$ cat config.mk
export PLATFORM = sky130hd
export DESIGN_NAME = epc_toggle
export DESIGN_NICKNAME = d
export VERILOG_FILES = /design/src/verilog/epc_timer_ram.v /design/src/verilog/epc_toggle.v
export VERILOG_INCLUDE_DIRS = /design/src /design/src/verilog
export SDC_FILE = /design/constraint.sdc
export NUM_CORES = 1
export LEC_CHECK = 0
export ABC_AREA = 1
export BUFFER_PORTS_ARGS = -buffer_cell sky130_fd_sc_hd__buf_2
export CAP_MARGIN = 0
export CORE_MARGIN = 2
export CORE_UTILIZATION = 55
export CTS_BUF_LIST = sky130_fd_sc_hd__clkbuf_16
export CTS_CLUSTER_DIAMETER = 150
export CTS_CLUSTER_SIZE = 30
export DETAILED_ROUTE_END_ITERATION = 10
export PLACE_DENSITY = 0.75
export SETUP_SLACK_MARGIN = 0.2
export SYNTH_ARGS = -nofsm -noshare
export SYNTH_HDL_FRONTEND = slang
export SYNTH_SLANG_ARGS = --single-unit
export TNS_END_PERCENT = 5
$ cat constraint.sdc
create_clock -name CLK_IN -period 2.7 [get_ports CLK_IN]
set_input_delay 0.135 -clock CLK_IN [delete_from_list [all_inputs] [get_ports CLK_IN]]
set_output_delay 0.135 -clock CLK_IN [all_outputs]
set_load 0.005 [all_outputs]
$ cat src/verilog/epc_toggle_map.vh
// Purpose: constants of the power-condition feature toggle block
// Assumes: word index addressing on the plain register port
// Notes: all offsets are register indexes, not byte addresses
//
// Contract
// - Low nibble of sector number 4h selects enable; upper nibble is reserved.
// - Low nibble of sector number 5h selects disable.
// - Successful enable marks feature set active and sets identify word 120 bit 7.
// - Successful enable turns advanced power management off.
// - On enable, zero saved timer loads current timer from default timer.
// - On enable, nonzero saved timer loads current timer from saved timer.
// - After loading, start each timer that is nonzero and current-enabled.
// - An enabled feature set stays enabled through every kind of reset.
// - Enable is aborted when the feature set is not supported.
// - Successful disable clears identify word 120 bit 7.
// - A disabled feature set stays disabled through every kind of reset.
// - Disable is aborted when unsupported or already disabling.
// - An aborted subcommand leaves every power-condition setting unchanged.
`ifndef EPC_TOGGLE_MAP_VH
`define EPC_TOGGLE_MAP_VH

// Register indexes
`define REG_FEATURE 4'h0
`define REG_SECNUM 4'h1
`define REG_COMMAND 4'h2
`define REG_ERROR 4'h3
`define REG_STATUS 4'h4
`define REG_CONTROL 4'h5
`define REG_STATE 4'h6
`define REG_TINDEX 4'h7
`define REG_TDATA 4'h8
`define REG_CUREN 4'h9
`define REG_RUNNING 4'ha
`define REG_INT_STAT 4'hb
`define REG_INT_CLR 4'hc
`define REG_INT_EN 4'hd

// Command codes
`define CMD_SET_FEATURES 8'hef
`define FEAT_POWER_COND 8'h4a
`define SUB_ENABLE 4'h4
`define SUB_DISABLE 4'h5

// Error and status bit positions
`define ERR_ABORT_BIT 2
`define STAT_BUSY_BIT 7
`define STAT_READY_BIT 6
`define STAT_FAULT_BIT 5
`define STAT_CORR_BIT 2
`define STAT_ERR_BIT 0

// Control and state bit positions
`define CTRL_SUPPORT_BIT 0
`define CTRL_APM_BIT 1
`define STATE_EPC_BIT 0
`define STATE_ID_BIT 1
`define STATE_DISABLING_BIT 2

// Interrupt bits
`define INT_DONE_BIT 0
`define INT_ABORT_BIT 1

// Timer table kinds
`define KIND_SAVED 2'h0
`define KIND_DEFAULT 2'h1
`define KIND_CURRENT 2'h2

// Reset values
`define RST_CONTROL 2'h1
`define RST_STATUS 8'h40

`endif

$ cat src/verilog/epc_timer_ram.v
// Purpose: timer table storage, saved, default and current values
// Assumes: one port, write and read in the same cycle allowed
// Notes: read data come out of a register one cycle after the address
module epc_timer_ram #(
	parameter AW = 4,
	parameter DW = 24
) (
	input wire clk_in,
	input wire rst_n_in,
	input wire we_in,
	input wire [AW-1:0] addr_in,
	input wire [DW-1:0] wdata_in,
	output reg [DW-1:0] rdata_out
);
	reg [DW-1:0] mem [0:(1<<AW)-1];

	// Array has no reset, only the output register does
	always @(posedge clk_in) begin
		if (we_in) begin
			mem[addr_in] <= wdata_in;
		end
	end

	// Registered read, old data on a write to the same word
	always @(posedge clk_in or negedge rst_n_in) begin
		if (!rst_n_in) begin
			rdata_out <= {DW{1'b0}};
		end else begin
			rdata_out <= mem[addr_in];
		end
	end
endmodule

$ cat src/verilog/epc_toggle.v
// Purpose: enable and disable subcommands of the power-condition feature set
// Assumes: inputs synchronous to CLK_IN; NV_EPC_IN holds the stored setting
// Notes: EPC_EN_OUT must be kept in nonvolatile storage by the system
`include "epc_toggle_map.vh"
module epc_toggle #(
	parameter NCOND = 4,
	parameter IDXW = 2,
	parameter TW = 24
) (
	input wire CLK_IN,
	input wire RST_N_IN,
	input wire DRV_RESET_IN,
	input wire NV_EPC_IN,
	input wire [3:0] ADDR_IN,
	input wire [31:0] WDATA_IN,
	input wire WR_IN,
	input wire RD_IN,
	output wire [31:0] RDATA_OUT,
	output wire EPC_EN_OUT,
	output wire ID120_B7_OUT,
	output wire APM_EN_OUT,
	output wire [NCOND-1:0] TIMER_RUN_OUT,
	output wire BUSY_OUT,
	output wire IRQ_OUT
);
	localparam AW = IDXW + 2;
	// Last index cut from a full-width count so no bits drop silently
	localparam [31:0] LAST_FULL = NCOND - 1;
	localparam [IDXW-1:0] LAST = LAST_FULL[IDXW-1:0];
	localparam [1:0] CTRL_RST = `RST_CONTROL;

	// Sequencer states
	localparam S_IDLE = 3'd0;
	localparam S_EN_SAVED = 3'd1;
	localparam S_EN_DEF = 3'd2;
	localparam S_EN_LOAD = 3'd3;
	localparam S_EN_DONE = 3'd4;
	localparam S_DIS_STOP = 3'd5;
	localparam S_DIS_DONE = 3'd6;

	// Timer table address from kind and condition index
	function [AW-1:0] tab_addr;
		input [1:0] kind;
		input [IDXW-1:0] cond;
		begin
			tab_addr = {kind, cond};
		end
	endfunction

	// Completion status: fault and corrected never set, ready clear only while busy
	function [7:0] status_word;
		input busy_flag;
		input err;
		begin
			status_word = 8'h00;
			status_word[`STAT_BUSY_BIT] = busy_flag;
			status_word[`STAT_READY_BIT] = !busy_flag;
			status_word[`STAT_ERR_BIT] = err;
		end
	endfunction

	// Error register carries only the abort flag
	function [7:0] error_word;
		input command_abort_flag;
		begin
			error_word = 8'h00;
			error_word[`ERR_ABORT_BIT] = command_abort_flag;
		end
	endfunction

	reg [2:0] state;
	reg [2:0] next_state;
	reg [IDXW-1:0] idx;
	reg [TW-1:0] saved_q;
	reg [7:0] feature;
	reg [7:0] secnum;
	reg [7:0] err_reg;
	reg [7:0] stat_reg;
	reg supported;
	reg apm_en;
	reg epc_en;
	reg id_bit;
	reg nv_loaded;
	reg [NCOND-1:0] cur_en;
	reg [NCOND-1:0] run;
	reg [AW-1:0] tindex;
	reg [1:0] int_stat;
	reg [1:0] int_en;
	reg [31:0] rdata_q;
	reg tdat_q;

	wire [TW-1:0] ram_dout;
	reg ram_we;
	reg [AW-1:0] ram_addr;
	reg [TW-1:0] ram_wdata;

	wire busy = (state != S_IDLE);
	wire disabling = (state == S_DIS_STOP) || (state == S_DIS_DONE);
	wire wr_cmd = WR_IN && (ADDR_IN == `REG_COMMAND);
	wire is_pc = (WDATA_IN[7:0] == `CMD_SET_FEATURES) && (feature == `FEAT_POWER_COND);
	wire [3:0] subcode = secnum[3:0];
	// Only the low nibble picks the subcommand, upper nibble ignored
	wire sub_en = (subcode == `SUB_ENABLE);
	wire sub_dis = (subcode == `SUB_DISABLE);
	wire new_cmd = wr_cmd && is_pc && !busy;
	// Abort cases: unsupported, unknown subcommand, or disable while disabling
	wire cmd_abort = (new_cmd && (!supported || !(sub_en || sub_dis)))
		|| (wr_cmd && is_pc && disabling && sub_dis);
	wire start_en = new_cmd && supported && sub_en;
	wire start_dis = new_cmd && supported && sub_dis;
	// A drive reset in the last cycle abandons the sweep, so nothing completes
	wire en_finish = (state == S_EN_DONE) && !DRV_RESET_IN;
	wire dis_finish = (state == S_DIS_DONE) && !DRV_RESET_IN;
	wire done_ev = en_finish || dis_finish;
	// Current value choice between saved and default
	wire [TW-1:0] load_val = (saved_q == {TW{1'b0}}) ? ram_dout : saved_q;

	epc_timer_ram #(
		.AW(AW),
		.DW(TW)
	) u_ram (
		.clk_in(CLK_IN),
		.rst_n_in(RST_N_IN),
		.we_in(ram_we),
		.addr_in(ram_addr),
		.wdata_in(ram_wdata),
		.rdata_out(ram_dout)
	);

	// Table port: sequencer owns it while busy, software otherwise
	always @* begin
		ram_we = 1'b0;
		ram_addr = tindex;
		ram_wdata = WDATA_IN[TW-1:0];
		case (state)
			S_IDLE: begin
				ram_we = WR_IN && (ADDR_IN == `REG_TDATA);
			end
			S_EN_SAVED: begin
				ram_addr = tab_addr(`KIND_SAVED, idx);
			end
			S_EN_DEF: begin
				ram_addr = tab_addr(`KIND_DEFAULT, idx);
			end
			S_EN_LOAD: begin
				ram_we = 1'b1;
				ram_addr = tab_addr(`KIND_CURRENT, idx);
				ram_wdata = load_val;
			end
			default: begin
				ram_we = 1'b0;
			end
		endcase
	end

	// Next state of the sequencer; three cycles per condition on enable
	always @* begin
		next_state = state;
		case (state)
			S_IDLE: begin
				if (start_en) begin
					next_state = S_EN_SAVED;
				end else if (start_dis) begin
					next_state = S_DIS_STOP;
				end
			end
			S_EN_SAVED: begin
				next_state = S_EN_DEF;
			end
			S_EN_DEF: begin
				next_state = S_EN_LOAD;
			end
			S_EN_LOAD: begin
				next_state = (idx == LAST) ? S_EN_DONE : S_EN_SAVED;
			end
			S_DIS_STOP: begin
				next_state = (idx == LAST) ? S_DIS_DONE : S_DIS_STOP;
			end
			default: begin
				next_state = S_IDLE;
			end
		endcase
	end

	// Sequencer and condition index; a drive reset abandons the sweep
	always @(posedge CLK_IN or negedge RST_N_IN) begin
		if (!RST_N_IN) begin
			state <= S_IDLE;
			idx <= {IDXW{1'b0}};
			saved_q <= {TW{1'b0}};
		end else if (DRV_RESET_IN) begin
			state <= S_IDLE;
			idx <= {IDXW{1'b0}};
		end else begin
			state <= next_state;
			if (state == S_EN_DEF) begin
				saved_q <= ram_dout;
			end
			if (state == S_EN_LOAD || state == S_DIS_STOP) begin
				idx <= (idx == LAST) ? {IDXW{1'b0}} : idx + 1'b1;
			end
		end
	end

	// Timer run flags, started on load, stopped one by one on disable
	always @(posedge CLK_IN or negedge RST_N_IN) begin
		if (!RST_N_IN) begin
			run <= {NCOND{1'b0}};
		end else if (DRV_RESET_IN) begin
			run <= {NCOND{1'b0}};
		end else if (state == S_EN_LOAD) begin
			run[idx] <= (load_val != {TW{1'b0}}) && cur_en[idx];
		end else if (state == S_DIS_STOP) begin
			run[idx] <= 1'b0;
		end
	end

	// Feature state; the async reset gives a constant, the stored value
	// is taken on the first edge after release
	always @(posedge CLK_IN or negedge RST_N_IN) begin
		if (!RST_N_IN) begin
			epc_en <= 1'b0;
			id_bit <= 1'b0;
			nv_loaded <= 1'b0;
		end else if (!nv_loaded) begin
			nv_loaded <= 1'b1;
			epc_en <= NV_EPC_IN;
			id_bit <= NV_EPC_IN;
		end else if (en_finish) begin
			epc_en <= 1'b1;
			id_bit <= 1'b1;
		end else if (dis_finish) begin
			epc_en <= 1'b0;
			id_bit <= 1'b0;
		end
	end

	// Software control bits; drive resets leave them alone
	always @(posedge CLK_IN or negedge RST_N_IN) begin
		if (!RST_N_IN) begin
			supported <= CTRL_RST[`CTRL_SUPPORT_BIT];
			apm_en <= CTRL_RST[`CTRL_APM_BIT];
			cur_en <= {NCOND{1'b0}};
			tindex <= {AW{1'b0}};
			feature <= 8'h00;
			secnum <= 8'h00;
			int_en <= 2'h0;
		end else begin
			if (WR_IN && ADDR_IN == `REG_CONTROL) begin
				supported <= WDATA_IN[`CTRL_SUPPORT_BIT];
				apm_en <= WDATA_IN[`CTRL_APM_BIT];
			end
			if (en_finish) begin
				apm_en <= 1'b0;
			end
			// Current-enable, feature and sector number frozen while the sweep runs, so an abort changes nothing
			if (WR_IN && ADDR_IN == `REG_CUREN && !busy) begin
				cur_en <= WDATA_IN[NCOND-1:0];
			end
			if (WR_IN && ADDR_IN == `REG_TINDEX) begin
				tindex <= WDATA_IN[AW-1:0];
			end
			if (WR_IN && ADDR_IN == `REG_FEATURE && !busy) begin
				feature <= WDATA_IN[7:0];
			end
			if (WR_IN && ADDR_IN == `REG_SECNUM && !busy) begin
				secnum <= WDATA_IN[7:0];
			end
			if (WR_IN && ADDR_IN == `REG_INT_EN) begin
				int_en <= WDATA_IN[1:0];
			end
		end
	end

	// Error and status registers as the host sees them on completion
	always @(posedge CLK_IN or negedge RST_N_IN) begin
		if (!RST_N_IN) begin
			err_reg <= 8'h00;
			stat_reg <= `RST_STATUS;
		end else if (DRV_RESET_IN) begin
			err_reg <= 8'h00;
			stat_reg <= `RST_STATUS;
		// Abort outranks start; a stop sweep hit by a second disable still ends in success
		end else if (cmd_abort) begin
			err_reg <= error_word(1'b1);
			stat_reg <= status_word(1'b0, 1'b1);
		end else if (start_en || start_dis) begin
			err_reg <= error_word(1'b0);
			stat_reg <= status_word(1'b1, 1'b0);
		end else if (done_ev) begin
			err_reg <= error_word(1'b0);
			stat_reg <= status_word(1'b0, 1'b0);
		end
	end

	// Sticky events; a new event beats a clear in the same cycle
	always @(posedge CLK_IN or negedge RST_N_IN) begin
		if (!RST_N_IN) begin
			int_stat <= 2'h0;
		end else begin
			if (WR_IN && ADDR_IN == `REG_INT_CLR) begin
				int_stat <= (int_stat & ~WDATA_IN[1:0]) | {cmd_abort, done_ev};
			end else begin
				int_stat <= int_stat | {cmd_abort, done_ev};
			end
		end
	end

	// Read data one cycle after the strobe, zero otherwise
	always @(posedge CLK_IN or negedge RST_N_IN) begin
		if (!RST_N_IN) begin
			rdata_q <= 32'h00000000;
			tdat_q <= 1'b0;
		end else begin
			rdata_q <= 32'h00000000;
			tdat_q <= RD_IN && (ADDR_IN == `REG_TDATA) && !busy;
			if (RD_IN) begin
				case (ADDR_IN)
					`REG_FEATURE: rdata_q[7:0] <= feature;
					`REG_SECNUM: rdata_q[7:0] <= secnum;
					`REG_ERROR: rdata_q[7:0] <= err_reg;
					`REG_STATUS: rdata_q[7:0] <= stat_reg;
					`REG_CONTROL: rdata_q[1:0] <= {apm_en, supported};
					`REG_STATE: rdata_q[2:0] <= {disabling, id_bit, epc_en};
					`REG_TINDEX: rdata_q[AW-1:0] <= tindex;
					`REG_CUREN: rdata_q[NCOND-1:0] <= cur_en;
					`REG_RUNNING: rdata_q[NCOND-1:0] <= run;
					`REG_INT_STAT: rdata_q[1:0] <= int_stat;
					`REG_INT_EN: rdata_q[1:0] <= int_en;
					default: rdata_q <= 32'h00000000;
				endcase
			end
		end
	end

	// Table reads come straight from the table's output register
	assign RDATA_OUT = tdat_q ? {{(32-TW){1'b0}}, ram_dout} : rdata_q;
	assign EPC_EN_OUT = epc_en;
	assign ID120_B7_OUT = id_bit;
	assign APM_EN_OUT = apm_en;
	assign TIMER_RUN_OUT = run;
	assign BUSY_OUT = busy;
	assign IRQ_OUT = |(int_stat & int_en);
endmodule

---- Word level (Yosys, flattened, before mapping) ----
Memories as Yosys holds them, arrays and structs flattened. A register that Yosys moved wholly into a read port is not among the register bits.
Index checks and enable logic that the tools add are counted.
operators by class
  bitwise gates (word level) .............. 8
  multiplexer cells ....................... 43
  $lt $le $gt $ge ......................... 2
  reduce and logical (&&, ||, !) cells .... 50
  equal/unequal tests ..................... 26
  add/sub/neg operators ................... 1
operators with widths
  kind                                                 count
  two-way mux 8 bit                                    9
  two-way mux 24 bit                                   2
  two-way mux 32 bit                                   1
  logical AND 1 bit                                    27
  equality test 4 x 3 -> 1 bit, second input constant  6
  equality test 4 bit, second input constant           6
  zero test 24 bit                                     1
  nonzero test 24 bit                                  1
  case mux 2 bit (11 select lines)                     1
  case mux 4 bit (4 select lines)                      1
  case mux 3 bit (5 select lines)                      1
  two-way mux 3 bit                                    4
  two-way mux 4 bit                                    3
  case mux 4 bit (3 select lines)                      1
  two-way mux 2 bit                                    5
  equality test 3 bit, second input constant           3
  two-way mux 1 bit                                    9
  equality test 4 x 2 -> 1 bit, second input constant  2
  equality test 8 x 7 -> 1 bit, second input constant  1
  equality test 8 bit, second input constant           1
  case mux 1 bit (8 select lines)                      1
  logical OR 1 bit                                     7
  case mux 1 bit (7 select lines)                      1
  equality test 3 x 2 -> 1 bit, second input constant  2
  26 further kinds                                     34
word-level totals
  word-level logic and storage cells ...... 149
  bits in writable memories ............... 384
  register bits after elaboration ......... 114
  memories ................................ 1
  input port bits ......................... 42
memory list
  memory     words  width  read ports  clocked after memory_dff  wr ports  line                source
  u_ram.mem  16     24     1           1                         1         epc_timer_ram.v:15  reg [DW-1:0] mem [0:(1<<AW)-1];

---- Longest topological paths before layout ----
Gate-level depths: netlist of the first run.
  depth after elaboration ................. 10
  gate-level depth with buffers ........... 14
  gate-level depth less buffers ........... 13

---- Cells and area by module ----
From an unflattened synthesis of the first run, not the netlist that was laid out.
unflattened totals
  cell total of the unflattened synthesis .. 2263
  area, all modules ....................... 21513.1 um2
modules (own cells, without submodules)
  module         seq. area each (um2)  instances  cells an instance  area each (um2)
  epc_timer_ram  12131.6               1          1591               16743.6
  epc_toggle     1929.4                1          672                4769.6

---- Least setup slack after synthesis of the first run ----
Ideal clock, no wire load.
  path kind ............................... register to register
  start point ............................. register state[0]
  end point ............................... memory u_ram.mem[0][0] (enable)
  stages on the path, launching flop included .. 11
  setup time .............................. 0.405 ns
  arrival ................................. 2.559 ns
  required time ........................... 2.295 ns
  clock period less this slack ............ 2.964 ns
  setup slack ............................. -0.264 ns
  path through ............................ dfrtp_1 > inv_2 > nand2_4 > nand2_4 > mux2i_4 > nand2_1 > inv_2 > buf_6 > buf_4 > nand2_1 > nor2_1
between the ends
  longest elaborated chain between the ends .. 4
  elaborated cells on any way between the ends .. 8
  classes of those cells .................. 3 x eq/ne; 4 x mux; 1 x reduce/logical
ends and longest elaborated chain
  element                                                          line                source
  start: declaration                                               epc_toggle.v:71     reg [2:0] state;
  start signal: assignment                                         epc_toggle.v:195    state <= next_state;
  equality test 3 x 2 -> 1 bit or zero test 3 bit (tied branches)  --
  case mux 1 bit (2 select lines)                                  epc_toggle.v:135    case (state)
  two-way mux 1 bit                                                epc_timer_ram.v:19  if (we_in) begin
  two-way mux 1 bit (not written as such)                          epc_timer_ram.v:20  mem[addr_in] <= wdata_in;
  end: declaration                                                 epc_timer_ram.v:15
Several ways; a longest one is shown, not always the timed one.

---- Worst setup path in the final report of the first run ----
  start point ............................. register state[0]
  end point ............................... memory u_ram.mem[8][5] (enable)
The elaborated chain is that of the path after synthesis.

==> results of run 1 <==
[timing repair]
action / CTS / global route
endpoints found under the setup margin: 16 / 287
gates resized for setup: 1 / 9
pin swaps: 0 / 1
hold endpoints to repair: 97 / 0
cloned: 0 / 1
hold buffers: 15 / 0
buffers inserted: 0 / 1
[final cells by class]
cell class	count	area share [%]
Sequential cell	485	65.0
Multi-Input combinational cell	894	21.6
Timing Repair Buffer	163	6.09
Tap cell	455	2.63
Clock buffer	20	2.31
Inverter	110	1.91
Clock inverter	16	0.457
[power by group through the flow]
stage | combinational [mW] | clock [mW] | sequential [mW]
final | 5.51 | 3.59 | 9.26
after floorplan | 3.60 | 0 | 9.20
after global routing | 6.03 | 3.85 | 9.33
after CTS | 5.39 | 3.62 | 9.25
after global placement | 5.24 | 0 | 9.39
after detailed placement | 5.34 | 0 | 9.41
[cell families (layout without fill, tap and decap cells)]
group,Yosys count,after routing
AND/OR/NAND/NOR,552,552
flip-flops,485,485
AO/OA/AOI/OAI,328,328
buffers and inverters,188,309
adder cells (fa/ha/maj),4,4
other,2,9
multiplexers,1,1
[layout by cell type (no fill, tap or decap), types with 14 or more instances in the layout]
cell type and n:
edfxtp_1 384, nand2_1 357, a22oi_1 193, inv_1 120
dfrtp_1 98, nor2_1 95, buf_2 65, buf_4 61
o21ai_0 57, nand4_1 46, a21oi_1 38, clkbuf_16 21
nor2_2 19, nand3_1 16, dlygate4sd3_1 15, buf_12 14
[worst paths after layout]
kind	end	start
worst min-delay path	tdat_q$_DFF_PN0_	ADDR_IN[3]
max in group asynchronous	stat_reg[6]$_DFFE_PN1P_	RST_N_IN
worst max register to register	u_ram.mem[8][5]$_DFFE_PP_	state[0]$_DFFE_PN0P_
worst min register to register	ID120_B7_OUT$_DFFE_PN0P_	nv_loaded$_DFF_PN0_
worst max-delay path	u_ram.mem[8][5]$_DFFE_PP_	state[0]$_DFFE_PN0P_
min in group asynchronous	ID120_B7_OUT$_DFFE_PN0P_	RST_N_IN
[worst reg2reg max path: cells and delay by family, from the launching register on]
| family | cells | cell delay [ns] |
|---|---|---|
| mux | 1 | 0.36 |
| flops | 1 | 0.45 |
| simple gates | 5 | 0.72 |
| buf+inv | 3 | 0.56 |
[per-stage QoR]
stage / instance area [sq um] / power [mW] / TNS, ns
finish: 21600 / 18.4 / 0
global route: 21600 / 19.2 / 0
CTS: 21600 / 18.3 / 0
detailed placement: 20800 / 14.8 / 0
global placement: 20800 / 14.6 / 0
floorplan: 19500 / 12.8 / -16.91
[per-layer routing]
| layer | vias to the layer above | part of all wire [%] | global-route usage (%) |
|---|---|---|---|
| met1 | 6381 | 41 | 38.1 |
| met2 | 655 | 47 | 42.8 |
| met5 | - | 0 | 0 |
| met4 | 0 | 3.4 | 8.98 |
| met3 | 107 | 8.4 | 3.25 |
| li1 | 5825 | - | - |
==> flow_summary.yaml, run 1 <==
outcome:
  status: "finished clean"
timing:
  period_share_pct: 89.7
  relSlewSlack_pct: 41.1
  tightest_slew_ns: 0.884
  worst_hold_slack_ns: 0.0319
  slew_violations: 0
  period_needed_ns: 2.42
  setup_viol: 0
  max_freq_mhz: 413
  setup_ws_ns: 0.279
  skew_ns: 0.0270
  rsz0062_at_grt: "yes"
  hold_violations: 0
placement:
  placedCellCount: 2090
  dp_worst_setup_slack_ns: 0.194
  gp_congestion: 0.889
  numPortBuffers: 66
  dp_hpwl_microns: 32000
synthesis:
  synth_mux_area_share_pct: 0.116
  synth_cell_types: 37
  ys_seq_elements: 485
  avgSynthCellArea_sq_um: 12.5
  synth_top_family_by_area: "simple AND/OR/NAND/NOR gates"
  async_flop_share_pct: 20.8
  yosys_most_used_dff: "edfxtp_1"
  yosys-top-cells-area: "edfxtp_1, dfrtp_1, a22oi_1"
  synth.top_cell.area_share_pct: 59.2
  yosysMostFrequentCell: "edfxtp_1"
  synth_edf_count: 384
  yosys.area.top_type: "edfxtp_1"
  synth_compound_area_share_pct: 11.5
  synth-xor-area-share_pct: 0
  synthSimpleGateAreaFrac_pct: 11.6
  synth_commonest_cells: "edfxtp_1, nand2_1, a22oi_1"
  syn_inst: 1560
  ys_seq_area_share_pct: 72.2
  ys_warn_count: 0
  synth-adder-area-share_pct: 0.257
  syn_area_sq_mm: 0.0195
setup_path:
  reg2reg_slack_ns: 0.28
  start_kind: "flop"
  crit_required_ns: 2.95
  cp-end-kind: "flop"
  critPathBufInv: 3
  crit_slowest_cell: "dfrtp_1"
  critPathKind: "reg2reg"
  critPathTopFamily: "simple AND/OR/NAND/NOR gates"
  crit_cells: 9
  slowest_delay_ns: 0.45
  crit_chain: "inv_2 > nand2_4 > nand2_4 > mux2i_4 > nand2_1 > inv_2 > nand2_1 > nor2_2 > buf_6"
  critical_path_arrival_ns: 2.67
  rr_worst_depth: 9
  path_max_fanout: 15
route:
  drc: 0
  viasPerCell: 6.05
  routedWlPerCell_microns: 22.9
  ant_nets: 0
  drt_iter0_drc: 1566
  vias: 13000
  drt-total-wl_microns: 49000
  dr.pass1.iters: 6
die:
  ios: 83
  design.core.area_sq_mm: 0.0347
  initial_utilization_pct: 56.1
  die_x_microns: 192
  die_area_sq_mm: 0.0369
  rows: 68
  die_h_microns: 192
layout:
  multi_input_area_sq_mm: 0.00468
  syn_to_final_growth_pct: 11.2
  top_register: "u_ram.mem"
  fill_cells: 2634
  final_cells: 2143
  top_regs: "u_ram.mem: 384 flops, saved_q: 24 flops, u_ram.rdata_out: 24 flops"
  post-route-util_pct: 62.4
  layout-drive-gt1-share_pct: 12.4
  seq_area_sq_mm: 0.0141
  layout.nets: 1720
  largest_reg_flops: 384
  n_antenna_cell: 0
clocking:
  clk_path_buf_depth: 3
  cts_tree: "built"
  clkSinkCount: 485
  htreeDepth: 1
  cts_buffers: 20
  insertion_delay_ns: 0.57
  clk_pin_slew_ns: 0.12
  cts_root_buf: "clkbuf_16"
global_routing:
  grt_usage_pct: 26.6
  grt_pass1_vias: 12600
  grt_pass1_wl_microns: 73200
  grt_overflow: 0
  antenna_found_initial: 0
  grt_max_degree: 76
pwr:
  sequentialPowerShare_pct: 50.4
  peakVddDrop_mv: 0.610
  combPwrFrac_pct: 30.0
  p_leak_nw: 8.26
  switchingPower_mw: 6.44
  power_density_mw_per_mm2: 849
  p_clk_share_pct: 19.5
  swShare_pct: 35.0
  internal_power_mw: 11.9
run:
  cap_violations: 0
hold_path:
  hold_depth: 3
  hold_class: "in2reg"
Power figures use the tool's default switching activity.
==> run 2, diff against run 1 <==
CORE_UTILIZATION = 56   (was 55)
CTS_CLUSTER_SIZE = 8   (was 30)
PLACE_DENSITY = 0.76   (was 0.75)
SYNTH_HIERARCHICAL = 1   (was unset)
==> run 2 against run 1 <==
Against the previous run: final cell count grew 38%; sequential cell count did not move; sequential power about the same; critical path type unchanged; clock skew shrank 0.014 ns; largest power group unchanged; largest cell class unchanged; area after synthesis increased by 11%; critical path depth rose by 3.
==> flow_summary.yaml, run 2 <==
placement:
  placedCellCount: 2829
  gp_congestion: 0.940
  dp_hpwl_microns: 32300
  numPortBuffers: 66
layout:
  top_register: "u_ram/mem"
  multi_input_area_sq_mm: 0.00645
  n_antenna_cell: 0
  largest_reg_flops: 384
  final_common_cell: "nand2_1"
  layout-drive-gt1-share_pct: 12.9
  layout.nets: 2460
  top_regs: "u_ram/mem: 384 flops, saved_q: 24 flops, u_ram/rdata_out: 24 flops"
  seq_area_sq_mm: 0.0141
  mostFrequentLayoutCells: "nand2_1, edfxtp_1, inv_1"
  final_cells: 2953
  fill_cells: 2655
  syn_to_final_growth_pct: 17.8
clocking:
  cts_tree: "built"
  htreeDepth: 3
  clkSinkCount: 485
  cts_root_buf: "clkbuf_16"
  insertion_delay_ns: 0.56
  clk_path_buf_depth: 3
  clk_pin_slew_ns: 0.06
  cts_buffers: 70
setup_path:
  crit_required_ns: 3.14
  critPathBufInv: 5
  crit_slowest_cell: "dfrtp_1"
  critical_path_arrival_ns: 2.81
  slowest_delay_ns: 0.40
  critPathTopFamily: "simple AND/OR/NAND/NOR gates"
  crit_chain: "buf_4 > nand2_1 > nor2_4 > inv_2 > nand2_1 > nand2_2 > inv_1 > buf_4 > nand2_1 > nand2_1 > inv_1 > nand2_1"
  start_kind: "flop"
  cp-end-kind: "flop"
  crit_top_cell: "nand2_1"
  path_max_fanout: 18
  critPathKind: "reg2reg"
synthesis:
  ys_seq_area_share_pct: 65.4
  avgSynthCellArea_sq_um: 9.51
  synth_commonest_cells: "nand2_1, edfxtp_1, inv_1"
  async_flop_share_pct: 20.8
  yosysMostFrequentCell: "nand2_1"
  synth.top_cell.area_share_pct: 53.6
  yosys_most_used_dff: "edfxtp_1"
  ys_warn_count: 6
  yosys.area.top_type: "edfxtp_1"
  yosys-top-cells-area: "edfxtp_1, nand2_1, dfrtp_1"
  ys_seq_elements: 485
  syn_area_sq_mm: 0.0215
  synth_cell_types: 42
  syn_inst: 2263
  synth_edf_count: 384
pwr:
  p_leak_nw: 11.4
  switchingPower_mw: 8.71
  peakVddDrop_mv: 0.556
  p_clk_share_pct: 31.8
  combPwrFrac_pct: 30.5
  sequentialPowerShare_pct: 37.7
  internal_power_mw: 15.8
  swShare_pct: 35.5
  power_density_mw_per_mm2: 967
hold_path:
  hold_class: "in2reg"
route:
  drt-total-wl_microns: 54000
  ant_nets: 0
  drc: 0
  dr.pass1.iters: 5
  routedWlPerCell_microns: 18.3
  drt_iter0_drc: 1517
  vias: 15800
  viasPerCell: 5.35
global_routing:
  grt_pass1_vias: 15600
  grt_util_met2_pct: 45.6
  grt.met3_usage_pct: 5.04
  grt_overflow: 0
  antenna_found_initial: 1
  top_usage_layer: "met2"
  grt_usage_pct: 27.3
  grt_pass1_wl_microns: 83000
  grt_max_degree: 107
  use_met1_pct: 36.1
timing:
  setup_viol: 0
  setup_tns_ns: 0
  relSlewSlack_pct: 37.8
  max_freq_mhz: 421
  slew_violations: 0
  period_share_pct: 87.9
  skew_ns: 0.0130
  rsz0062_at_grt: "no"
  worst_hold_slack_ns: 0.0375
  tightest_slew_ns: 0.932
  hold_violations: 0
  period_needed_ns: 2.37
die:
  rows: 71
  initial_utilization_pct: 57.0
  die_area_sq_mm: 0.0400
  ios: 83
  design.core.area_sq_mm: 0.0378
  die_h_microns: 200
  die_x_microns: 200
run:
  cap_violations: 0
outcome:
  status: "finished clean"
-- run 2: tightest hold or removal path: cells and delay by family --
family | cells | cell delay [ns]
buffers and inverters | 2 | 0.17
and+or+nand+nor | 3 | 0.25
-- run 2: worst paths after layout --
kind / cells after the start / startpoint / slack (ns) / end
max in group asynchronous: 3 / RST_N_IN / 1.75 / stat_reg[6]$_DFFE_PN1P_
max reg2reg: 12 / state[1]$_DFFE_PN0P_ / 0.33 / u_ram/rdata_out[13]$_DFF_PN0_
min: 5 / ADDR_IN[3] / 0.04 / tdat_q$_DFF_PN0_
min reg2reg: 1 / nv_loaded$_DFF_PN0_ / 0.47 / ID120_B7_OUT$_DFFE_PN0P_
min in group asynchronous: 2 / RST_N_IN / 0.19 / u_ram/rdata_out[8]$_DFF_PN0_
max: 12 / state[1]$_DFFE_PN0P_ / 0.33 / u_ram/rdata_out[13]$_DFF_PN0_
-- run 2: per-layer routing --
metal	wire, microns	up-vias
met2	26300	715
li1	-	7536
met1	21500	7440
met3	4760	108
met4	1480	0
met5	0	-
-- run 2: area by class of cell --
cell class / count / area share (%)
clock buffers: 74 / 7.30
flip-flops and latches: 485 / 55.5
clock inverters: 26 / 0.479
inverters: 165 / 2.45
multi-input cells: 1518 / 25.4
repair buffers: 174 / 6.35
well taps: 511 / 2.52
-- run 2: through the flow --
step	utilization [%]	cell area (sq um)	total power, mW	setup WS, ns
5_1_grt	67.1	25400	25.9	0.218
2_1_floorplan	-	21700	14.5	0.123
3_3_place_gp	61.1	23100	16.2	0.143
3_5_place_dp	61.1	23100	16.5	0.145
6_report	67.1	25400	24.5	0.327
4_1_cts	67.0	25300	24.4	0.226
-- run 2: power by group through the flow --
stage,Sequential (mW),Clock [mW],Combinational (mW)
CTS,9.23,7.88,7.31
finish,9.24,7.78,7.48
global route,9.29,8.20,8.39
detailed placement,9.36,0,7.12
global placement,9.33,0,6.89
floorplan,9.20,0,5.33
-- run 2: cell families after synthesis --
kind of cell / synth area share [%]
AND/OR/NAND/NOR: 24.9
flip-flops: 65.4
buffers and inverters: 5.77
AO/OA/AOI/OAI: 3.66
adder cells (fa/ha/maj): 0.233
other: 0.0349
-- run 2: timing repair --
| action | CTS | global route |
|---|---|---|
| hold buffers | 16 | 0 |
| buffers inserted | 5 | 1 |
| pin swaps | 2 | 1 |
| endpoints found under the setup margin | 375 | 262 |
| resized for setup | 5 | 8 |
| gates cloned | 1 | 1 |
| hold endpoints to repair | 88 | 0 |
